`config.mk`:
```
export PLATFORM = sky130hd
export DESIGN_NAME = dwss_core
export DESIGN_NICKNAME = d
export VERILOG_FILES = /design/src/hdl/dwss_pkg.sv /design/src/hdl/dwss_core.sv /design/src/hdl/dwss_round_sat.sv
export SDC_FILE = /design/constraint.sdc
export NUM_CORES = 1
export LEC_CHECK = 0
export BUFFER_PORTS_ARGS = -buffer_cell sky130_fd_sc_hd__buf_2
export CAP_MARGIN = 10
export CORE_ASPECT_RATIO = 1.5
export CORE_MARGIN = 2
export CORE_UTILIZATION = 52
export CTS_CLUSTER_SIZE = 16
export DETAILED_ROUTE_END_ITERATION = 8
export PLACE_DENSITY = 0.79
export SKIP_CTS_REPAIR_TIMING = 1
export SYNTH_ARGS = -nofsm -noshare
export SYNTH_HDL_FRONTEND = slang
export SYNTH_SLANG_ARGS = --single-unit
```
`constraint.sdc`:
```
create_clock -name clk -period 4 [get_ports clk]
set_input_delay 0.2 -clock clk [delete_from_list [all_inputs] [get_ports clk]]
set_output_delay 0.2 -clock clk [all_outputs]
set_load 0.05 [all_outputs]
```
`src/hdl/dwss_pkg.sv`:
```
package dwss_pkg;

  // datapath widths
  localparam int ACC_W      = 40;
  localparam int WORD_W     = 16;
  localparam int SIGN_BIT   = 39;
  localparam int HI_LSB     = 16;
  localparam int HI_MSB     = 31;
  localparam int GUARD_LSB  = 32;
  localparam int MAX_SHIFT  = 16;
  localparam int SHAMT_W    = 6;

  // write saturation values, 1.15
  localparam logic [15:0] SAT_POS = 16'h7fff;
  localparam logic [15:0] SAT_NEG = 16'h8000;
  localparam logic [15:0] HALF_LSW = 16'h8000;

  // saturation test limits on the 24-bit rounded view
  localparam int          TEST_W        = 24;
  localparam logic [23:0] SAT_POS_LIMIT = 24'h007fff;
  localparam logic [23:0] SAT_NEG_LIMIT = 24'hff8000;

  // shifter operand source
  typedef enum logic [1:0] {
    DWSS_SRC_ACC_A,
    DWSS_SRC_ACC_B,
    DWSS_SRC_XBUS
  } dwss_src_t;

  // store request into data memory
  typedef struct packed {
    logic        valid;
    logic        use_b;
    logic        round_en;
    logic        convergent;
  } dwss_store_req_t;

  // shift request
  typedef struct packed {
    logic                valid;
    dwss_src_t           src;
    logic                logical;
    logic signed [5:0]   amount;
  } dwss_shift_req_t;

endpackage : dwss_pkg

```
`src/hdl/dwss_core.sv`:
```
`timescale 1ns/100ps

// How it works
// - write saturation alters only the stored word, never the source accumulator.
// - the saturation stage takes the 24-bit rounded view of accumulator bits 39..16, with round carry, plus accumulator bit 39.
// - with saturation enabled a value above 0x007fff is stored as 0x7fff.
// - with saturation enabled a value below 0xff8000 is stored as 0x8000.
// - the sign used by the saturation test is accumulator bit 39.
// - with saturation disabled the rounded or truncated word is stored unchanged.
// - the shifter does up to 16-bit arithmetic or logical right, or left, shifts in one cycle.
// - the shift operand comes from accumulator a, accumulator b or the x bus.
// - a positive amount shifts right, negative shifts left, zero passes through.
// - the shifter is 40 bits wide with a 40-bit and a 16-bit result.
// - x bus data enters at bits 16..31 for right shifts and bits 0..15 for left shifts.
// - without rounding the store is truncated and the low word dropped.
module dwss_core
  import dwss_pkg::*;
#(
  parameter int ACC_WIDTH = ACC_W
)
(
  // clock and reset
  input  wire logic                 clk,
  input  wire logic                 reset_n,
  // core state
  input  wire logic [ACC_W-1:0]     accumulator_a,
  input  wire logic [ACC_W-1:0]     accumulator_b,
  input  wire logic [WORD_W-1:0]    x_bus,
  input  wire logic                 data_write_sat_enable,
  // store path
  input  wire dwss_store_req_t      store_req,
  output logic [WORD_W-1:0]         store_data,
  output logic                      store_valid,
  output logic                      store_clamped,
  // shift path
  input  wire dwss_shift_req_t      shift_req,
  output logic [ACC_W-1:0]          shift_acc_result,
  output logic [WORD_W-1:0]         shift_word_result,
  output logic                      shift_done
);

  // two independent paths share the accumulator inputs: a store path that
  // rounds and clamps a word for data memory with no clock in the way, and
  // a shift path whose results are registered one cycle after the request

  // widths of the fill and pad fields around an x bus word in the frame
  localparam int XFILL_W = ACC_W - HI_MSB - 1;
  localparam int XPAD_W  = ACC_W - WORD_W;

  // store path
  logic [ACC_W-1:0]   store_src;
  logic [WORD_W-1:0]  sat_word;
  logic               sat_hit;

  // shift path: decoded request, framed operand and the values that the
  // result registers load on the next edge
  logic [ACC_W-1:0]   operand;
  logic [ACC_W-1:0]   next_shift;
  logic [WORD_W-1:0]  next_word;
  logic [SHAMT_W-1:0] mag;
  logic               right;
  logic               xbus_src;

  // pick one of the two accumulators by a select bit; the store source
  // and the shift operand both go through here
  function automatic logic [ACC_W-1:0] pick_acc(
    input logic             sel_b,
    input logic [ACC_W-1:0] acc_a,
    input logic [ACC_W-1:0] acc_b
  );
    return sel_b ? acc_b : acc_a;
  endfunction : pick_acc

  // direction from the sign bit; zero counts as right, and a right shift
  // by zero moves nothing
  function automatic logic shift_is_right(input logic signed [SHAMT_W-1:0] a);
    return !a[SHAMT_W-1];
  endfunction : shift_is_right

  // magnitude of the signed amount, clipped at 16 rather than wrapped so a
  // stray amount never turns into a shift the other way
  function automatic logic [SHAMT_W-1:0] shift_mag(input logic signed [SHAMT_W-1:0] a);
    logic [SHAMT_W-1:0] m;
    // negating the most negative amount gives 32, which is then clipped
    m = a[SHAMT_W-1] ? SHAMT_W'(-a) : SHAMT_W'(a);
    if (m > SHAMT_W'(MAX_SHIFT))
      m = SHAMT_W'(MAX_SHIFT);
    return m;
  endfunction : shift_mag

  // x bus word framed in 40 bits: high word for right shifts so bits fall
  // into the low word, low word for left shifts so bits climb upward
  function automatic logic [ACC_W-1:0] place_xbus(
    input logic [WORD_W-1:0] x,
    input logic              to_right,
    input logic              logical
  );
    logic             fill;
    logic [ACC_W-1:0] framed;
    // sign fill of the guard bits only for an arithmetic right shift
    fill = x[WORD_W-1] & !logical;
    if (to_right)
      framed = {{XFILL_W{fill}}, x, {HI_LSB{1'b0}}};
    else
      framed = {{XPAD_W{1'b0}}, x};
    return framed;
  endfunction : place_xbus

  // one-pass barrel shift; a left shift ignores the logical bit
  function automatic logic [ACC_W-1:0] barrel(
    input logic [ACC_W-1:0]   op,
    input logic [SHAMT_W-1:0] amt,
    input logic               to_right,
    input logic               logical
  );
    logic [ACC_W-1:0] res;
    // an arithmetic right shift fills from bit 39 of the frame
    if (!to_right)
      res = op << amt;
    else if (logical)
      res = op >> amt;
    else
      res = ACC_W'($signed(op) >>> amt);
    return res;
  endfunction : barrel

  // 16-bit view of a shift result, from the high word or the low word
  function automatic logic [WORD_W-1:0] pick_word(
    input logic [ACC_W-1:0] res,
    input logic             from_high
  );
    return from_high ? res[HI_MSB:HI_LSB] : res[WORD_W-1:0];
  endfunction : pick_word

  // source accumulator is read only; nothing here writes back, so the
  // clamp never reaches the accumulator it was taken
  assign store_src = pick_acc(store_req.use_b, accumulator_a, accumulator_b);

  // round and saturate in one combinational pass; rounding mode and the
  // truncate choice come with each store, the clamp enable is a level
  // from the core control register
  dwss_round_sat u_round_sat (
    // accumulator, per-store controls and the clamp enable level
    .acc        (store_src),
    .round_en   (store_req.round_en),
    .convergent (store_req.convergent),
    .sat_enable (data_write_sat_enable),
    // stored word and clamp flag
    .wr_data    (sat_word),
    .clamped    (sat_hit)
  );

  // store word is combinational so the memory write sees it this cycle
  assign store_data    = sat_word;
  // valid passes straight through; there is nothing to wait for
  assign store_valid   = store_req.valid;
  // the clamp flag only counts alongside a store
  assign store_clamped = store_req.valid & sat_hit;

  // decode direction and magnitude; amounts past 16 either way are clipped
  always_comb
  begin
    right    = shift_is_right(shift_req.amount);
    mag      = shift_mag(shift_req.amount);
    xbus_src = (shift_req.src == DWSS_SRC_XBUS);
  end

  // operand select; the spare source code shifts zero, not stale data
  always_comb
  begin
    case (shift_req.src)
      DWSS_SRC_ACC_A,
      DWSS_SRC_ACC_B: operand = pick_acc(shift_req.src == DWSS_SRC_ACC_B, accumulator_a,
                                         accumulator_b);
      DWSS_SRC_XBUS:  operand = place_xbus(x_bus, right, shift_req.logical);
      default:        operand = '0;
    endcase
  end

  // barrel shift in one pass
  always_comb
  begin
    next_shift = barrel(operand, mag, right, shift_req.logical);
  end

  // 16-bit view: an x bus right shift reads the high word frame, every
  // other case the low word
  always_comb
  begin
    next_word = pick_word(next_shift, xbus_src && right);
  end

  // 40-bit result; held between requests so a late reader still sees it,
  // at the cost of a load enable on all forty bits
  always_ff @(posedge clk)
  begin
    if (!reset_n)
      shift_acc_result <= '0;
    else if (shift_req.valid)
      shift_acc_result <= next_shift;
  end

  // 16-bit result, loaded on the same requests as the 40-bit one
  always_ff @(posedge clk)
  begin
    if (!reset_n)
      shift_word_result <= '0;
    else if (shift_req.valid)
      shift_word_result <= next_word;
  end

  // completion strobe, one cycle after each accepted request; back to
  // back requests keep it high
  always_ff @(posedge clk)
  begin
    if (!reset_n)
      shift_done <= 1'b0;
    else
      shift_done <= shift_req.valid;
  end

endmodule : dwss_core

```
`src/hdl/dwss_round_sat.sv`:
```
`timescale 1ns/100ps

// combinational round and data-space write saturation
module dwss_round_sat
  import dwss_pkg::*;
(
  // source accumulator and control
  input  wire logic [ACC_W-1:0]  acc,
  input  wire logic              round_en,
  input  wire logic              convergent,
  input  wire logic              sat_enable,
  // result
  output logic [WORD_W-1:0]      wr_data,
  output logic                   clamped
);

  logic [WORD_W-1:0] lo_word;
  logic              inc;
  logic [TEST_W-1:0] tested;

  // round adder on the 24-bit view, or plain truncation dropping the
  // low word; the view keeps the adder's carry for the overflow test
  always_comb
  begin
    lo_word = acc[HI_LSB-1:0];
    inc     = 1'b0;
    if (round_en)
    begin
      if (convergent && lo_word == HALF_LSW)
        inc = acc[HI_LSB];
      else
        inc = lo_word[WORD_W-1];
    end
    tested = acc[SIGN_BIT:HI_LSB] + TEST_W'(inc);
  end

  // saturation test on the rounded view with the sign from bit 39, so a
  // value rounded up onto the negative limit is not clamped; the
  // accumulator is only read here, never written back
  always_comb
  begin
    wr_data = tested[WORD_W-1:0];
    clamped = 1'b0;
    if (sat_enable)
    begin
      if (!acc[SIGN_BIT] && tested > SAT_POS_LIMIT)
      begin
        wr_data = SAT_POS;
        clamped = 1'b1;
      end
      else if (acc[SIGN_BIT] && tested < SAT_NEG_LIMIT)
      begin
        wr_data = SAT_NEG;
        clamped = 1'b1;
      end
    end
  end

endmodule : dwss_round_sat
```
==> flow_summary.ini <==
[hold_path]
hold_class = input port to flop

[power_and_ir_drop]
switchingPower_uw = 1779
finalPower_uw = 3564
cellPowerDensity_nw_per_um2 = 313.2
seq_power_share_pct = 18.0
swShare_pct = 49.91
peakVddDrop_v = 0.0002138
pwr-share-comb_pct = 62.7
p_leak_uw = 0.004769
clkPwrFrac_pct = 19.3
p_int_uw = 1785

[cells_and_area]
multi_input_area_um2 = 7826
nets = 1582
synthToLayoutAreaGrowth_pct = 20.06
fin_util_pct = 63.43
drive_above_1_share_pct = 27.87
diodes = 0
nFillCells = 1681
regArea_um2 = 1141

[logic_synthesis]
yosys.area.top_type = mux2i_1
synth.most_common_cell = a21oi_1
syn_area_um2 = 9479
synth-edff-count = 0
synth_cell_type_count = 101
syn-num-nets = 1402
synthArstFlopShare_pct = 0
yosysWarnings = 0
avgSynthCellArea_um2 = 7.371
syn-instance-count = 1286
synth_top_area_share_pct = 13.73
synth_seq_cells = 57
yosysSeqAreaShare_pct = 12.04
synth_area_leaders = mux2i_1, dfxtp_1, a21oi_1
netlist_top_cells_count = a21oi_1, mux2i_1, nand2_1
ys.flop_type = dfxtp_1

[critical_path]
cp-start-kind = input port
crit_type = input port to primary output
endpoint_kind = primary output
worstPathRequired_ps = 3800
crit_fanout = 16
crit_arrival_ps = 3580

[route]
drt_wl_total_um = 44530
vias = 11813
wl_met2_um = 20350
vias_per_cell = 6.998
drcViolationCount = 0
wl_met1_um = 15440
firstDrtPassIters = 6
met3_length_um = 4112
wl_per_cell_um = 26.38
first_iter_violations = 1300
ant_nets = 0
dr.max_layer_used = met5

[sta]
rsz0062_at_grt = false
fin_worst_skew_ps = 0
fin_tns_setup_ps = 0
whs_ps = 373.4
finalSetupViolCount = 0
clock.fmax_mhz = 264.6
period_share_pct = 94.48
worst_pin_slew_ps = 962.3
fin_crit_ps = 3779
hold_viol_final = 0
slew_viol_final = 0
slew_headroom_pct = 35.35

[grt]
grt_max_degree = 50
overflow = 0
grt_usage_pct = 45.12
grt_pass1_vias = 11354
antenna_found_initial = 3
grt_pass1_wl_um = 66890

[placed_design]
hpwl_um = 35210
globalplace.congestion = 1.065
port_buffers = 187

[floorplan]
coreArea_um2 = 17940
dieHeight_um = 169.4
die_w_um = 114.2
start_util_pct = 52.83
ioPinCount = 188
rows = 60
design.die.area_um2 = 19350

[job]
drv_cap = 0

[cts]
worst_skew_pair.late_latency_ps = 330
cts_tree = done
cts.htree.levels = 3
cts-root-buf = clkbuf_16
cts_num_sinks = 57
numCtsBuffers = 9
clockBufferDepth = 2
clkTransAtPathRegs_ps = 50

[outcome]
outcome = complete, no violations
-- metrics by stage --
| step | instance area [µm²] | std cells | setup WS [ps] |
|---|---|---|---|
| final | 11380 | 1688 | 220.8 |
| after detailed placement | 11110 | 1672 | 255.5 |
| after global routing | 11380 | 1688 | 0.4237 |
| after floorplan | 9687 | 1286 | 26.13 |
| after CTS | 11370 | 1688 | 231.1 |
| after global placement | 11110 | 1672 | 299.9 |
-- state kept, by name, summed over array words and instances, names as in the netlist --
| register | count |
|---|---|
| shift_acc_result | 40 |
| shift_done | 1 |
| shift_word_result | 16 |
-- power groups by stage --
stage | combinational [µW] | clock [µW] | sequential [µW]
CTS | 2150 | 682 | 642
detailed placement | 2140 | 0 | 653
global placement | 2130 | 0 | 652
global route | 2330 | 714 | 647
finish | 2230 | 688 | 643
floorplan | 1240 | 0 | 825
-- worst paths after layout --
| check | start | end | slack [ps] | cells after the start |
|---|---|---|---|---|
| worst max-delay path | accumulator_b[7] | store_data[5] | 220 | 18 |
| worst min-delay path | shift_req[9] | shift_acc_result[2] | 370 | 2 |
| worst max register to register | shift_word_result[6] | shift_word_result[6] | 3070 | 5 |
| worst min register to register | shift_acc_result[35] | shift_acc_result[35] | 440 | 1 |
-- logic make-up after synthesis --
group | count (synthesis) | synth area share (%)
muxes | 176 | 20.72
xor gates and xnor gates | 25 | 2.389
DFF | 57 | 12.04
adders and majority gates | 3 | 0.3960
AOI/OAI and AO/OA | 485 | 34.75
and+or+nand+nor | 402 | 21.78
buffers and inverters | 138 | 7.920
-- metal layers --
layer / up-vias / GRT usage [%]
met3: 218 / 8.500
met2: 828 / 72.83
met5: - / 0
met1: 5460 / 49.96
li1: 5301 / -
met4: 6 / 39.98
-- layout by cell type, fill, tap and decap left out, drive strengths merged, types with 7 or more instances in the layout --
master	synthesis	final
xnor2	14	14
a211oi	38	38
nor4	12	12
a31oi	24	24
mux4	12	12
a21oi	146	146
nor3	26	26
and2	7	7
nand3	55	55
buf	72	288
a21o	12	12
dfxtp	57	57
xor2	11	11
o22ai	18	18
and3	8	8
nand3b	29	29
o21ai	91	91
inv	19	19
nor2	90	90
nand2b	36	36
clkbuf	47	10
a22oi	14	14
o221ai	13	13
mux2	33	33
o21a	7	7
a221oi	16	16
o211ai	21	21
mux2i	131	131
a211o	10	10
nand2	104	104
-- area by class of cell --
cell class	instances	share of cell area, %
multi-input combinational	1091	68.77
sequential	57	10.03
inverter	19	0.6266
clock buffer	10	2.012
timing repair buffer	288	15.88
clock inverter	6	0.3078
tap	217	2.386
-- worst max-delay path, cell delays in order --
cell	delay, ps
buf_2	100
nor4_1	320
nand4_1	180
nor4_1	180
o21ai_0	100
and3_1	170
ha_1	220
ha_1	230
inv_1	120
a211oi_4	70
and4_1	280
nand2b_1	130
xnor2_1	80
nor4_2	320
a31oi_4	120
buf_4	270
o21ai_4	170
buf_2	270
Power figures use the tool's default switching activity.
